--- config.mk ---
export PLATFORM = sky130hd
export DESIGN_NAME = bgp_top
export DESIGN_NICKNAME = d
export VERILOG_FILES = /design/src/bgp_pkg.sv /design/src/bgp_port_if.sv /design/src/bgp_port.sv /design/src/bgp_top.sv
export VERILOG_INCLUDE_DIRS = /design/src
export SDC_FILE = /design/constraint.sdc
export NUM_CORES = 1
export LEC_CHECK = 0
export BUFFER_PORTS_ARGS = -buffer_cell sky130_fd_sc_hd__buf_4
export CAP_MARGIN = 20
export CORE_ASPECT_RATIO = 0.75
export CORE_MARGIN = 5
export CORE_UTILIZATION = 55
export DETAILED_ROUTE_END_ITERATION = 12
export PLACE_DENSITY_LB_ADDON = 0.3
export SYNTH_ARGS = -nofsm -noshare
export SYNTH_HDL_FRONTEND = slang
export SYNTH_SLANG_ARGS = --single-unit
--- constraint.sdc ---
create_clock -name clk_sys -period 3.6 [get_ports clk_sys]
set_clock_uncertainty 0.1 [all_clocks]
set_input_delay 0.36 -clock clk_sys [delete_from_list [all_inputs] [get_ports clk_sys]]
set_output_delay 0.36 -clock clk_sys [all_outputs]
set_load 0.02 [all_outputs]
--- src/bgp_params.svh ---
`ifndef BGP_PARAMS_SVH
`define BGP_PARAMS_SVH

// ----------------------------------------------------------------
// widths
// ----------------------------------------------------------------
`define BGP_ADDR_W         8
`define BGP_PORT_W         8

// ----------------------------------------------------------------
// register byte offsets
// ----------------------------------------------------------------
`define BGP_THIRD_DATA_OFF    8'h00
`define BGP_THIRD_DIR_OFF     8'h04
`define BGP_FOURTH_DATA_OFF   8'h08
`define BGP_FOURTH_DIR_OFF    8'h0C
`define BGP_THIRD_ANALOG_OFF  8'h10
`define BGP_FOURTH_ANALOG_OFF 8'h14
`define BGP_THIRD_SET_OFF     8'h18
`define BGP_THIRD_CLR_OFF     8'h1C
`define BGP_FOURTH_SET_OFF    8'h20
`define BGP_FOURTH_CLR_OFF    8'h24
`define BGP_CONTROL_OFF       8'h28

// ----------------------------------------------------------------
// control fields and reset values
// ----------------------------------------------------------------
`define BGP_CTRL_LP_BIT    0
`define BGP_CTRL_SRST_BIT  1
`define BGP_DIR_RST        8'hFF
`define BGP_DATA_POR       8'h00
`define BGP_ANALOG_RST     8'h00
`define BGP_LP_RST         1'h0
`define BGP_RESP_OKAY      2'h0
`define BGP_RESP_SLVERR    2'h2

`endif

--- src/bgp_pkg.sv ---
`default_nettype none
`include "bgp_params.svh"

package bgp_pkg;
	// one port's worth of pins or register bits
	typedef logic [`BGP_PORT_W-1:0] bgp_byte_type;
	// register bus address
	typedef logic [`BGP_ADDR_W-1:0] bgp_addr_type;
	// how a latch write merges with the live pins
	typedef enum logic [1:0] {
		BGP_WR_LOAD,
		BGP_WR_SET,
		BGP_WR_CLEAR
	} bgp_wop_type;
endpackage : bgp_pkg

`default_nettype wire

--- src/bgp_port_if.sv ---
`timescale 1ns/1ps
`default_nettype none

interface bgp_port_if;
	import bgp_pkg::*;
	// write side
	logic         wrLatch;
	bgp_wop_type  latchOp;
	logic         wrDir;
	logic         wrAnalog;
	logic         dirReset;
	bgp_byte_type wrData;
	// read side
	bgp_byte_type rdPins;
	bgp_byte_type rdDir;
	bgp_byte_type rdAnalog;

	modport ctrl (
		output wrLatch, latchOp, wrDir, wrAnalog, dirReset, wrData,
		input  rdPins, rdDir, rdAnalog
	);
	modport port (
		input  wrLatch, latchOp, wrDir, wrAnalog, dirReset, wrData,
		output rdPins, rdDir, rdAnalog
	);
endinterface : bgp_port_if

`default_nettype wire

--- src/bgp_port.sv ---
`timescale 1ns/1ps
`default_nettype none
`include "bgp_params.svh"

module bgp_port (
	// clock and reset
	input  wire logic                  clk_sys,
	input  wire logic                  rst_n,
	// pins
	input  wire bgp_pkg::bgp_byte_type pinIn,
	output wire bgp_pkg::bgp_byte_type pinOut,
	output wire bgp_pkg::bgp_byte_type pinOe_n,
	// register side
	bgp_port_if.port                   regs
);
	import bgp_pkg::*;

	bgp_byte_type syncFirst;
	bgp_byte_type syncSecond;
	bgp_byte_type latch;
	bgp_byte_type direction;
	bgp_byte_type analog;
	bgp_byte_type next_latch;

	// ----------------------------------------------------------------
	// merge of modification into sampled pins
	// ----------------------------------------------------------------
	function automatic bgp_byte_type merge_bits(input bgp_wop_type op,
		input bgp_byte_type live, input bgp_byte_type mods);
		case (op)
			BGP_WR_SET:   merge_bits = live | mods;
			BGP_WR_CLEAR: merge_bits = live & ~mods;
			default:      merge_bits = mods;
		endcase
	endfunction : merge_bits

	// two-flop pin synchroniser, digital threshold taken at pad
	always_ff @(posedge clk_sys or negedge rst_n) begin
		if (!rst_n) begin
			syncFirst  <= 8'h00;
			syncSecond <= 8'h00;
		end else begin
			syncFirst  <= pinIn;
			syncSecond <= syncFirst;
		end
	end

	// live levels, analog pins forced low
	assign regs.rdPins   = syncSecond & ~analog;
	assign regs.rdDir    = direction;
	assign regs.rdAnalog = analog;
	assign next_latch    = merge_bits(regs.latchOp, regs.rdPins, regs.wrData);

	// output latch, soft reset leaves it alone
	always_ff @(posedge clk_sys or negedge rst_n) begin
		if (!rst_n) begin
			latch <= `BGP_DATA_POR;
		end else if (regs.wrLatch) begin
			latch <= next_latch;
		end
	end

	// direction and analog select
	always_ff @(posedge clk_sys or negedge rst_n) begin
		if (!rst_n) begin
			direction <= `BGP_DIR_RST;
			analog    <= `BGP_ANALOG_RST;
		end else begin
			if (regs.dirReset) begin
				direction <= `BGP_DIR_RST;
			end else if (regs.wrDir) begin
				direction <= regs.wrData;
			end
			if (regs.wrAnalog) begin
				analog <= regs.wrData;
			end
		end
	end

	// per-pin driver: one means high impedance, zero drives latch
	assign pinOe_n = direction;
	assign pinOut  = latch;
endmodule : bgp_port

`default_nettype wire

--- src/bgp_top.sv ---
`timescale 1ns/1ps
`default_nettype none
`include "bgp_params.svh"

module bgp_top (
	// clock and reset
	input  wire logic                  clk_sys,
	input  wire logic                  rst_n,
	// axi4-lite write address
	input  wire logic                  s_axi_awvalid,
	output wire logic                  s_axi_awready,
	input  wire bgp_pkg::bgp_addr_type s_axi_awaddr,
	// axi4-lite write data
	input  wire logic                  s_axi_wvalid,
	output wire logic                  s_axi_wready,
	input  wire logic [31:0]           s_axi_wdata,
	input  wire logic [3:0]            s_axi_wstrb,
	// axi4-lite write response
	output wire logic                  s_axi_bvalid,
	input  wire logic                  s_axi_bready,
	output wire logic [1:0]            s_axi_bresp,
	// axi4-lite read address
	input  wire logic                  s_axi_arvalid,
	output wire logic                  s_axi_arready,
	input  wire bgp_pkg::bgp_addr_type s_axi_araddr,
	// axi4-lite read data
	output wire logic                  s_axi_rvalid,
	input  wire logic                  s_axi_rready,
	output wire logic [31:0]           s_axi_rdata,
	output wire logic [1:0]            s_axi_rresp,
	// third port pins
	input  wire bgp_pkg::bgp_byte_type thirdPinIn,
	output wire bgp_pkg::bgp_byte_type thirdPinOut,
	output wire bgp_pkg::bgp_byte_type thirdPinOe_n,
	// fourth port pins
	input  wire bgp_pkg::bgp_byte_type fourthPinIn,
	output wire bgp_pkg::bgp_byte_type fourthPinOut,
	output wire bgp_pkg::bgp_byte_type fourthPinOe_n
);
	import bgp_pkg::*;

	// ----------------------------------------------------------------
	// address match on word index
	// ----------------------------------------------------------------
	function automatic logic hit(input bgp_addr_type addr, input bgp_addr_type off);
		hit = (addr[`BGP_ADDR_W-1:2] == off[`BGP_ADDR_W-1:2]);
	endfunction : hit

	bgp_port_if thirdRegs ();
	bgp_port_if fourthRegs ();

	// write channel holding
	logic         awHeld;
	bgp_addr_type awAddr;
	logic         wHeld;
	logic [7:0]   wByte;
	logic         wLane;
	logic         bValid;
	logic [1:0]   bResp;
	// read channel
	logic         rValid;
	logic [31:0]  rData;
	logic [1:0]   rResp;
	// control state
	logic         lowPowerCrystalMode;

	// ----------------------------------------------------------------
	// write path
	// ----------------------------------------------------------------
	// address and data are caught independently, in either order
	assign s_axi_awready = !awHeld;
	assign s_axi_wready  = !wHeld;
	assign s_axi_bvalid  = bValid;
	assign s_axi_bresp   = bResp;

	wire doWrite = awHeld && wHeld && !bValid;
	wire wrEn    = doWrite && wLane;

	// write-address decode
	wire wHitThirdData    = hit(awAddr, `BGP_THIRD_DATA_OFF);
	wire wHitThirdDir     = hit(awAddr, `BGP_THIRD_DIR_OFF);
	wire wHitFourthData   = hit(awAddr, `BGP_FOURTH_DATA_OFF);
	wire wHitFourthDir    = hit(awAddr, `BGP_FOURTH_DIR_OFF);
	wire wHitThirdAnalog  = hit(awAddr, `BGP_THIRD_ANALOG_OFF);
	wire wHitFourthAnalog = hit(awAddr, `BGP_FOURTH_ANALOG_OFF);
	wire wHitThirdSet     = hit(awAddr, `BGP_THIRD_SET_OFF);
	wire wHitThirdClr     = hit(awAddr, `BGP_THIRD_CLR_OFF);
	wire wHitFourthSet    = hit(awAddr, `BGP_FOURTH_SET_OFF);
	wire wHitFourthClr    = hit(awAddr, `BGP_FOURTH_CLR_OFF);
	wire wHitControl      = hit(awAddr, `BGP_CONTROL_OFF);
	wire wMapped = wHitThirdData | wHitThirdDir | wHitFourthData | wHitFourthDir
		| wHitThirdAnalog | wHitFourthAnalog | wHitThirdSet | wHitThirdClr
		| wHitFourthSet | wHitFourthClr | wHitControl;
	wire softReset = wrEn && wHitControl && wByte[`BGP_CTRL_SRST_BIT];

	// third port strobes
	assign thirdRegs.wrLatch  = wrEn && (wHitThirdData || wHitThirdSet || wHitThirdClr);
	assign thirdRegs.latchOp  = wHitThirdSet ? BGP_WR_SET :
		(wHitThirdClr ? BGP_WR_CLEAR : BGP_WR_LOAD);
	assign thirdRegs.wrDir    = wrEn && wHitThirdDir;
	assign thirdRegs.wrAnalog = wrEn && wHitThirdAnalog;
	assign thirdRegs.dirReset = softReset;
	assign thirdRegs.wrData   = wByte;

	// fourth port strobes, bits 4:0 carry no alternate function
	assign fourthRegs.wrLatch  = wrEn && (wHitFourthData || wHitFourthSet || wHitFourthClr);
	assign fourthRegs.latchOp  = wHitFourthSet ? BGP_WR_SET :
		(wHitFourthClr ? BGP_WR_CLEAR : BGP_WR_LOAD);
	assign fourthRegs.wrDir    = wrEn && wHitFourthDir;
	assign fourthRegs.wrAnalog = wrEn && wHitFourthAnalog;
	assign fourthRegs.dirReset = softReset;
	assign fourthRegs.wrData   = wByte;

	// address holding register
	always_ff @(posedge clk_sys or negedge rst_n) begin
		if (!rst_n) begin
			awHeld <= 1'b0;
			awAddr <= 8'h00;
		end else if (s_axi_awvalid && !awHeld) begin
			awHeld <= 1'b1;
			awAddr <= s_axi_awaddr;
		end else if (doWrite) begin
			awHeld <= 1'b0;
		end
	end

	// data holding register, only the low byte lane matters
	always_ff @(posedge clk_sys or negedge rst_n) begin
		if (!rst_n) begin
			wHeld <= 1'b0;
			wByte <= 8'h00;
			wLane <= 1'b0;
		end else if (s_axi_wvalid && !wHeld) begin
			wHeld <= 1'b1;
			wByte <= s_axi_wdata[7:0];
			wLane <= s_axi_wstrb[0];
		end else if (doWrite) begin
			wHeld <= 1'b0;
		end
	end

	// write response
	always_ff @(posedge clk_sys or negedge rst_n) begin
		if (!rst_n) begin
			bValid <= 1'b0;
			bResp  <= `BGP_RESP_OKAY;
		end else if (doWrite) begin
			bValid <= 1'b1;
			bResp  <= wMapped ? `BGP_RESP_OKAY : `BGP_RESP_SLVERR;
		end else if (s_axi_bready) begin
			bValid <= 1'b0;
		end
	end

	// control register
	always_ff @(posedge clk_sys or negedge rst_n) begin
		if (!rst_n) begin
			lowPowerCrystalMode <= `BGP_LP_RST;
		end else if (wrEn && wHitControl) begin
			lowPowerCrystalMode <= wByte[`BGP_CTRL_LP_BIT];
		end
	end

	// ----------------------------------------------------------------
	// read path
	// ----------------------------------------------------------------
	assign s_axi_arready = !rValid;
	assign s_axi_rvalid  = rValid;
	assign s_axi_rdata   = rData;
	assign s_axi_rresp   = rResp;

	// read-address decode
	wire rHitThirdData    = hit(s_axi_araddr, `BGP_THIRD_DATA_OFF);
	wire rHitThirdDir     = hit(s_axi_araddr, `BGP_THIRD_DIR_OFF);
	wire rHitFourthData   = hit(s_axi_araddr, `BGP_FOURTH_DATA_OFF);
	wire rHitFourthDir    = hit(s_axi_araddr, `BGP_FOURTH_DIR_OFF);
	wire rHitThirdAnalog  = hit(s_axi_araddr, `BGP_THIRD_ANALOG_OFF);
	wire rHitFourthAnalog = hit(s_axi_araddr, `BGP_FOURTH_ANALOG_OFF);
	wire rHitWriteOnly    = hit(s_axi_araddr, `BGP_THIRD_SET_OFF)
		| hit(s_axi_araddr, `BGP_THIRD_CLR_OFF)
		| hit(s_axi_araddr, `BGP_FOURTH_SET_OFF)
		| hit(s_axi_araddr, `BGP_FOURTH_CLR_OFF);
	wire rHitControl      = hit(s_axi_araddr, `BGP_CONTROL_OFF);
	wire rMapped = rHitThirdData | rHitThirdDir | rHitFourthData | rHitFourthDir
		| rHitThirdAnalog | rHitFourthAnalog | rHitWriteOnly | rHitControl;

	// low-power crystal mode forces the two lowest direction bits high
	wire bgp_byte_type thirdDirRead = thirdRegs.rdDir
		| {6'h00, {2{lowPowerCrystalMode}}};
	wire bgp_byte_type controlRead  = {7'h00, lowPowerCrystalMode};

	// read data select, pin levels rather than latch
	wire bgp_byte_type readMux =
		rHitThirdData    ? thirdRegs.rdPins :
		rHitThirdDir     ? thirdDirRead :
		rHitFourthData   ? fourthRegs.rdPins :
		rHitFourthDir    ? fourthRegs.rdDir :
		rHitThirdAnalog  ? thirdRegs.rdAnalog :
		rHitFourthAnalog ? fourthRegs.rdAnalog :
		rHitControl      ? controlRead : 8'h00;

	// read response register
	always_ff @(posedge clk_sys or negedge rst_n) begin
		if (!rst_n) begin
			rValid <= 1'b0;
			rData  <= 32'h00000000;
			rResp  <= `BGP_RESP_OKAY;
		end else if (s_axi_arvalid && !rValid) begin
			rValid <= 1'b1;
			rData  <= {24'h000000, readMux};
			rResp  <= rMapped ? `BGP_RESP_OKAY : `BGP_RESP_SLVERR;
		end else if (s_axi_rready) begin
			rValid <= 1'b0;
		end
	end

	// ----------------------------------------------------------------
	// port instances
	// ----------------------------------------------------------------
	// third port, all eight pins bidirectional
	bgp_port u_third (
		.clk_sys (clk_sys),
		.rst_n   (rst_n),
		.pinIn   (thirdPinIn),
		.pinOut  (thirdPinOut),
		.pinOe_n (thirdPinOe_n),
		.regs    (thirdRegs.port)
	);

	// fourth port, same pin logic
	bgp_port u_fourth (
		.clk_sys (clk_sys),
		.rst_n   (rst_n),
		.pinIn   (fourthPinIn),
		.pinOut  (fourthPinOut),
		.pinOe_n (fourthPinOe_n),
		.regs    (fourthRegs.port)
	);
endmodule : bgp_top

`default_nettype wire

Yosys cells after proc, flatten, opt, wreduce, memory -nomap -nowiden. Index checks and enable logic that the tools add are counted.

Output and inout bits: 73. Bits in registers: 114. Word-level logic and storage cells: 131.

Reduce and logical (&&, ||, !) cells: 30. Bitwise logic cells: 30. Muxes and demuxes: 26. Equal/unequal tests: 24.

Operator list (number): 8-bit two-way mux (10); 6-bit by 3-bit equality test with 1-bit output (second input constant) (8); 6-bit by 4-bit equality test with 1-bit output (second input constant) (6); 8-bit AND (4); 8-bit case mux with 2 select lines (2); 6-bit by 2-bit equality test with 1-bit output (second input constant) (4); 8-bit inverter (3); 1-bit OR (20); 8-bit OR (2); 1-bit logical AND (14); 6-bit by 1-bit equality test with 1-bit output (second input constant) (2); 6-bit logical NOT (2); 2-bit two-way mux (6); 2-bit nonzero test (6); 1-bit two-way mux (8); 8-bit by 2-bit OR with 8-bit output (1); 2-bit by 1-bit equality test with 1-bit output (second input constant) (2); 2-bit equality test (second input constant) (2); 1-bit logical NOT (4); 1-bit logical OR (4).

Logic depth before layout (Yosys ltp). Gate-level depths: netlist of run 1.

Depth after elaboration: 12. Mapped depth: 7. Gate-level depth less buffers: 4.

Hierarchy. A second synthesis of run 1 with hierarchy kept.

Cells, all modules: 495. Area total of the unflattened synthesis: 5422.7 um2.

By module, submodules not included: bgp_port (area an instance 1670.4 um2, sequential area each 1011.0 um2, times used 2, cells each 131); bgp_top (area an instance 2082.0 um2, sequential area each 750.7 um2, times used 1, cells each 233).

Worst setup path before layout of run 1. Ideal clock, no wire load.

Path kind: reg-to-reg. Start: reg awAddr[5]. End: reg u_fourth.latch[0] (netlist: u_fourth.pinOut[0]). Period minus slack after synthesis: 2.025 ns. Slack: 1.575 ns. Path buffers: 2. Required time: 3.372 ns. Arrival time: 1.798 ns. Stages on the path, launching flop included: 7. Path through: dfrtp_1 > or3_1 > buf_6 > or3_1 > a21o_1 > buf_6 > mux2_1.

Cells in the longest elaborated chain, start to end: 5. Elaborated cells between the ends (all ways): 11. Those cells by class: eq/ne (5); mux (3); reduce/logical (3).

Ends and longest elaborated chain: from (decl) (line bgp_top.sv:54) `bgp_addr_type awAddr;`; from (signal assigned) (line bgp_top.sv:121) `awAddr <= s_axi_awaddr;`; 6-bit by 4-bit equality test with 1-bit output (line bgp_top.sv:46) `` hit = (addr[`BGP_ADDR_W-1:2] == off[`BGP_ADDR_W-1:2]); ``; 2-bit two-way mux (line bgp_top.sv:108) `(wHitFourthClr ? BGP_WR_CLEAR : BGP_WR_LOAD);`; 2-bit two-way mux (line bgp_top.sv:107) `assign fourthRegs.latchOp = wHitFourthSet ? BGP_WR_SET :`; 2-bit equality test / 2-bit by 1-bit equality test with 1-bit output (equally long branches) (line bgp_port.sv:30) `case (op)`; 8-bit case mux with 2 select lines (line bgp_port.sv:30); to (signal assigned) (line bgp_port.sv:57) `` latch <= `BGP_DATA_POR; ``; to (signal assigned) (line bgp_port.sv:59) `latch <= next_latch;`; to (decl) (line bgp_port.sv:20) `bgp_byte_type latch;`.

Several ways; a longest one is shown, not always the timed one. A chain may end at the register's enable or synchronous reset.

Worst setup path after layout of run 1.
Start: reg awAddr[4]. End: reg u_third.direction[6] (netlist: u_third.pinOe_n[6]).

Cells in the longest elaborated chain, start to end: 4. Elaborated cells between the ends (all ways): 7. Those cells by class: eq/ne (2); mux (1); reduce/logical (4).

Ends and longest elaborated chain: 6-bit by 4-bit equality test with 1-bit output (line bgp_top.sv:46); 1-bit logical AND (2 in a row) (line bgp_top.sv:94) `` wire softReset = wrEn && wHitControl && wByte[`BGP_CTRL_SRST_BIT]; ``; 8-bit two-way mux / 2-bit nonzero test (equally long branches); to (signal assigned) (line bgp_port.sv:66) `` direction <= `BGP_DIR_RST; ``; to (signal assigned) (line bgp_port.sv:70) `` direction <= `BGP_DIR_RST; ``; to (signal assigned) (line bgp_port.sv:72) `direction <= regs.wrData;`; to (decl) (line bgp_port.sv:21) `bgp_byte_type direction;`.

Several ways; a longest one is shown, not always the timed one.

==> key figures, run 1 <==
STA
  • Max-slew violations: 0
  • Final setup violating endpoints: 0
  • RSZ-0062 raised after global routing: no
  • Worst slew pin tran: 0.895 ns
  • Setup TNS: 0 ns
  • Post-layout min period: ~2.4 ns
  • Final Cycle Share: 0.657
  • Relative slew slack: 0.402
  • Max Fclk: around 0.42 GHz
  • Final hold violation count: 0

Synth
  • Syn Area/Cell: roughly 12 um2
  • Yosys cell types: 48
  • Syn Std Cell Area: approximately 5000 um2
  • Seq/Total Area, Yosys: 0.561
  • Post-synth ARST share: 1.00
  • Syn. warnings: 0
  • Mapped Cells: about 430
  • FF+latch count, synth: between 100 and 150
  • Number of enable flip-flop cells after synthesis: 0
  • Post-synth top flop: dfrtp_1

Routing
  • DRT Pass-1 Iters: 7
  • DRC: 0
  • Mean routed wirelength per cell: between 15 and 20 um
  • DRT iter0 DRCs: roughly 280
  • Vias per cell: between 5 and 6
  • Final wirelength: between 10000 and 15000 um
  • Post-route ant nets: 0
  • Vias: 3640

Floorplanning
  • # rows: 30
  • Starting Density: 0.556
  • Die Ht: a little over 90 um
  • Die ar.: roughly 11000 um2
  • IO Count: about 150
  • Die X: around 120 um
  • Core area: about 9000 um2

Critical path
  • Crit Reg-Reg Startpoint: awAddr[4]
  • Worst Setup Start Kind: flop
  • FF-to-FF path depth: 4
  • CP required: between 3 and 4 ns
  • Crit. End Element: flop
  • Worst reg2reg endpoint: u_third.pinOe_n[6]
  • WP data arrival: between 2 and 3 ns
  • CP Max Fanout: 14
  • Crit path kind: reg2reg
  • R2R setup slack: 1.23 ns
  • Crit path from: awAddr[4]

Clock network
  • H-tree depth: 3
  • CTS tree: done
  • CTS Buf Count: 9
  • CTS clk-pin slew, worst paths: approximately 0.080 ns
  • Clock Sinks: between 100 and 150
  • Worst-Skew Late Latency: between 0.3 and 0.4 ns
  • Clk root buf: clkbuf_16
  • Clock buffer depth: 2

Pwr
  • Leakage: 2.69 nW
  • Internal Dissipation: about 2.8 mW
  • Combinational power share: 0.318
  • Pwr Density: 766 nW/um2
  • Sw frac: 0.372
  • Peak supply drop: about 0.00048 V
  • Seq pwr share: 0.466
  • Clock share of power: 0.216
  • Net Switching: approximately 1.7 mW

Finish
  • Antenna Cells: 0
  • Area Overhead vs Synth: 18.8%
  • Commonest cells after routing, fill and taps aside: 94 x dfrtp_1, 94 x buf_4, 32 x mux2_2, 26 x conb_1, 25 x nor2_1
  • Nets: 580
  • Post-route cell area: approximately 6000 um2
  • Share of layout cells above drive strength 1: 0.333

Global routing
  • GR Overflow Total: 0
  • Largest net degree at the start of global routing: 73
  • Antenna violations before repair: 0
  • Number of global-route vias before repair: about 3700
  • First-pass GRT wire length: 18900 um
  • GRT Total Usage: 0.219

Run
  • Max-capacitance violation count: 0

Worst hold path
  • Worst hold stages: 1
  • Start point of the worst hold path: fourthPinIn[3]
  • Worst-case hold path end point: u_fourth.syncFirst[3]
  • Worst Hold Class: in2reg

Place
  • I/O Buffers: 90
  • GP Congestion: roughly 0.86
  • Cell Area, Placed: 5560 um2
  • Dpl hpwl: 8400 um

Status
  • Status: completed
## state kept, by name (all words and copies together) (netlist names)
register,flops
s_axi_bvalid,1
u_third.pinOut,8
u_fourth.syncSecond,8
u_fourth.regs.rdAnalog,8
wLane,1
awHeld,1
s_axi_rresp,1
lowPowerCrystalMode,1
u_fourth.pinOut,8
u_fourth.syncFirst,8
awAddr,6
fourthRegs.wrData,8
u_third.regs.rdAnalog,8
s_axi_bresp,1
s_axi_rvalid,1
u_third.syncFirst,8
u_third.pinOe_n,8
s_axi_rdata,8
u_fourth.pinOe_n,8
wHeld,1
u_third.syncSecond,8
## per-stage QoR
step	total power, mW	setup slack (ns)	hold WS (ns)	util	cells
floorplan	2.95	1.57	-0.0356	-	453
global placement	3.49	1.33	0.233	0.624	603
detailed placement	3.55	1.29	0.236	0.624	603
CTS	4.52	1.25	0.000461	0.657	619
global route	4.75	1.03	0.000809	0.661	622
finish	4.50	1.23	0.00915	0.661	622
## final cells by class
class / instances / area, um2
fillers: 684 / 3020
well taps: 112 / 140
clock inverters: 6 / 53.8
clock buffers: 10 / 239
repair buffers: 97 / 736
multi-input cells: 272 / 1880
inverters: 15 / 56.3
flip-flops and latches: 110 / 2770
## power by group through the flow
| stage | clock, mW | sequential [mW] | combinational (mW) |
|---|---|---|---|
| finish | 0.971 | 2.10 | 1.43 |
| CTS | 0.983 | 2.10 | 1.44 |
| global route | 1.04 | 2.15 | 1.56 |
| detailed placement | 0 | 2.11 | 1.43 |
| global placement | 0 | 2.09 | 1.40 |
| floorplan | 0 | 2.09 | 0.865 |
## worst max path at each step
| stage | cells past startpoint | to | slack [ns] |
|---|---|---|---|
| final | 4 | u_third.pinOe_n[6] | 1.23 |
| after global routing | 4 | u_third.pinOe_n[6] | 1.03 |
| after CTS | 4 | u_third.pinOe_n[6] | 1.25 |
| after detailed placement | 4 | u_third.pinOe_n[6] | 1.29 |
| after global placement | 4 | u_third.pinOe_n[5] | 1.33 |
| after floorplan | 6 | u_fourth.pinOut[0] | 1.57 |
## layer usage
layer,vias up,part of all wire,wire length (um),global-route usage
li1,1627,-,-,-
met1,1813,0.43,5000,0.296
met2,171,0.47,5370,0.335
met3,29,0.076,880,0.0604
met4,0,0.025,291,0.0944
met5,-,0,0,0
## kinds of logic after synthesis
kind of cell | share of synthesized area
simple gates | 0.122
buf+inv | 0.0782
mux | 0.125
flops | 0.561
compound gates | 0.113
other cells | 0.000758
## Yosys cell counts (all sizes together) (4+ instances only)
| library cell | number | area (um2) |
|---|---|---|
| buf | 39 | 267 |
| o21ai | 18 | 90.1 |
| nor2 | 25 | 93.8 |
| a221oi | 5 | 43.8 |
| or3b | 6 | 52.6 |
| mux2 | 40 | 450 |
| clkbuf | 17 | 63.8 |
| a2111oi | 7 | 61.3 |
| a21oi | 16 | 80.1 |
| nand2 | 22 | 82.6 |
| o41ai | 5 | 43.8 |
| nand2b | 14 | 87.6 |
| dfstp | 16 | 420 |
| inv | 15 | 56.3 |
| a22oi | 6 | 45.0 |
| nor4 | 6 | 58.8 |
| or3 | 4 | 25.0 |
| nor3 | 13 | 75.1 |
| mux2i | 17 | 170 |
| o211ai | 5 | 37.5 |
| dfrtp | 94 | 2350 |
| a311oi | 5 | 43.8 |
## timing repair
item,in CTS,in global routing
hold buffers,0,3
buffers inserted,0,0
endpoints found under the hold margin,0,3
gates resized for setup,0,0
## critical path, stage by stage (launching register included)
cell,delay (ns)
dfrtp_1,0.51
or4b_1,0.73
nor3_2,0.31
nand2_1,0.41
o211ai_1,0.22
(Power assumes the default switching activity.)
==> inputs of run 2 (changes only) <==
--- a/config.mk
+++ b/config.mk
@@ -10,7 +10,7 @@
 export CAP_MARGIN = 20
 export CORE_ASPECT_RATIO = 0.75
 export CORE_MARGIN = 5
-export CORE_UTILIZATION = 55
+export CORE_UTILIZATION = 52
 export DETAILED_ROUTE_END_ITERATION = 12
 export PLACE_DENSITY_LB_ADDON = 0.3
 export SYNTH_ARGS = -nofsm -noshare
==> constraint.sdc (replaced) <==
create_clock -name clk_sys -period 2.48 [get_ports clk_sys]
set_clock_uncertainty 0.1 [all_clocks]
set_input_delay 0.248 -clock clk_sys [delete_from_list [all_inputs] [get_ports clk_sys]]
set_output_delay 0.248 -clock clk_sys [all_outputs]
set_load 0.02 [all_outputs]
==> run 2 against run 1 <==
  * Cell count is 7.1% higher
  * First-iteration DRC count is 14% lower
  * Critical endpoint is now u_third.regs.rdAnalog[5]
  * Cell area is 4.7% higher
  * Sequential power is 44% higher
==> key figures, run 2 (same netlist as run 1, synthesis figures left out) <==
STA
  • Max Fclk: 0.440 GHz
  • Final Cycle Share: 0.916
  • Setup TNS: 0 ns
  • Post-layout min period: roughly 2.3 ns
  • RSZ-0062 raised after global routing: no
  • Final setup violating endpoints: 0
  • Max-slew violations: 0
  • Final hold violation count: 0
  • Relative slew slack: 0.558
  • Worst slew pin tran: 0.646 ns
  • Worst Hold Slack: approximately 0.019 ns

Critical path
  • CP Max Fanout: 8
  • CP Cell Sequence: or3_1 > nor2_1 > nand3_1 > mux2_2
  • Crit path kind: reg2reg
  • Worst Path Buf+Inv: 0
  • Cell depth of the worst setup path: 4
  • Worst Setup Start Kind: flop
  • FF-to-FF path depth: 4
  • Crit-path slowest cell: or3_1
  • WP data arrival: 2.40 ns
  • Crit-path leading delay family: simple AND/OR/NAND/NOR gates
  • Crit. End Element: flop
  • CP peak stage delay: between 0.5 and 0.6 ns
  • CP required: 2.61 ns

Place
  • I/O Buffers: 90
  • Inst Count DP: 630
  • Dpl hpwl: 8710 um
  • GP Congestion: 0.903

Pwr
  • Leakage: around 2.8 nW
  • Peak supply drop: roughly 0.00057 V
  • Power Total: 6.56 mW
  • Pwr Density: 1070 nW/um2

Finish
  • Filler cells: about 710
  • Antenna Cells: 0
  • Area Overhead vs Synth: 24.4%
  • Finished Layout Cells: approximately 670
  • Share of layout cells above drive strength 1: 0.336
  • Nets: 608
  • Most common cell after layout, fill and taps aside: buf_4
  • Commonest cells after routing, fill and taps aside: 104 x buf_4, 94 x dfrtp_1, 32 x mux2_2, 26 x conb_1, 25 x nor2_1

Routing
  • DRT iter0 DRCs: around 240
  • Mean routed wirelength per cell: between 15 and 20 um
  • Vias per cell: ~5.6
  • Final wirelength: 12300 um
  • Vias: approximately 3700
  • DRC: 0
  • DRT Pass-1 Iters: 4
  • Post-route ant nets: 0

Floorplanning
  • # rows: 30
  • Die Ht: ~94 um
  • IO Count: roughly 150
  • Die ar.: around 12000 um2
  • Die X: approximately 120 um
  • Core area: 9160 um2
  • Starting Density: 0.540

Global routing
  • GR Overflow Total: 0
  • Antenna violations before repair: 0
  • First-pass GRT wire length: about 20000 um
  • Number of global-route vias before repair: around 3700
  • Largest net degree at the start of global routing: between 40 and 50
  • GRT Total Usage: 0.227

Worst hold path
  • Worst hold stages: 2
  • Worst Hold Class: in2reg

Run
  • Max-capacitance violation count: 0

Status
  • Status: completed

Clock network
  • Resized Gates After CTS: 0
  • CTS clk-pin slew, worst paths: around 0.07 ns
  • H-tree depth: 3
  • Setup Buffers After CTS: 0
  • Worst-Skew Late Latency: between 0.3 and 0.4 ns
  • Hold buffer count at cts: 20
  • Clock Sinks: between 100 and 150
  • CTS Buf Count: 9
  • CTS tree: done
  • Clock buffer depth: 2
  • Clk root buf: clkbuf_16
-- run 2: cell types whose count changed in the layout (fill, tap and decap cells not counted) --
cell / previous run / this run
dlygate4sd3_1: 3 / 20
buf_4: 94 / 104
clkinv_4: 0 / 3
inv_8: 3 / 0
clkinvlp_4: 2 / 0
buf_12: 0 / 1
clkinv_2: 1 / 2
inv_6: 0 / 1
-- run 2: worst paths after layout --
kind / from / end / slack (ns)
worst max-delay path: awAddr[5] / u_third.regs.rdAnalog[5] / 0.21
worst min-delay path: s_axi_wvalid / wHeld / 0.02
worst max register to register: awAddr[5] / u_third.regs.rdAnalog[5] / 0.21
worst min register to register: u_fourth.syncFirst[2] / u_fourth.syncSecond[2] / 0.25
max in group asynchronous: rst_n / u_fourth.pinOe_n[2] / 1.21
min in group asynchronous: rst_n / u_third.syncFirst[6] / 0.31
-- run 2: area by class of cell --
| type | instances | area (um2) | area share |
|---|---|---|---|
| Clock buffer | 10 | 239 | 0.0388 |
| Clock inverter | 6 | 45.0 | 0.00732 |
| Inverter | 15 | 56.3 | 0.00915 |
| Multi-Input combinational cell | 272 | 1880 | 0.306 |
| Sequential cell | 110 | 2770 | 0.450 |
| Tap cell | 128 | 160 | 0.0260 |
| Timing Repair Buffer | 125 | 1000 | 0.163 |
-- run 2: worst register-to-register path, stage by stage, from the launching register on --
cell and delay (ns):
dfrtp_1 0.41, or3_1 0.55, nor2_1 0.19, nand3_1 0.45, mux2_2 0.45
-- run 2: where the power goes --
part	leakage [nW]	switching [mW]	internal, mW
Combinational	1.35	1.14	1.02
Clock	0.143	0.657	0.714
Sequential	1.33	0.622	2.41
-- run 2: metal layers --
metal / global-route usage / part of all wire / up-vias
met3: 0.0814 / 0.096 / 21
met1: 0.306 / 0.42 / 1853
met5: 0 / 0 / -
li1: - / - / 1688
met4: 0.0792 / 0.021 / 0
met2: 0.342 / 0.46 / 147
-- run 2: through the flow --
stage          utilization  setup slack (ns)  instance area (um2)
2_1_floorplan            -             0.455                 5040
3_3_place_gp         0.619             0.334                 5670
3_5_place_dp         0.619             0.270                 5670
4_1_cts              0.672             0.236                 6150
5_1_grt              0.672             0.139                 6150
6_report             0.672             0.208                 6150
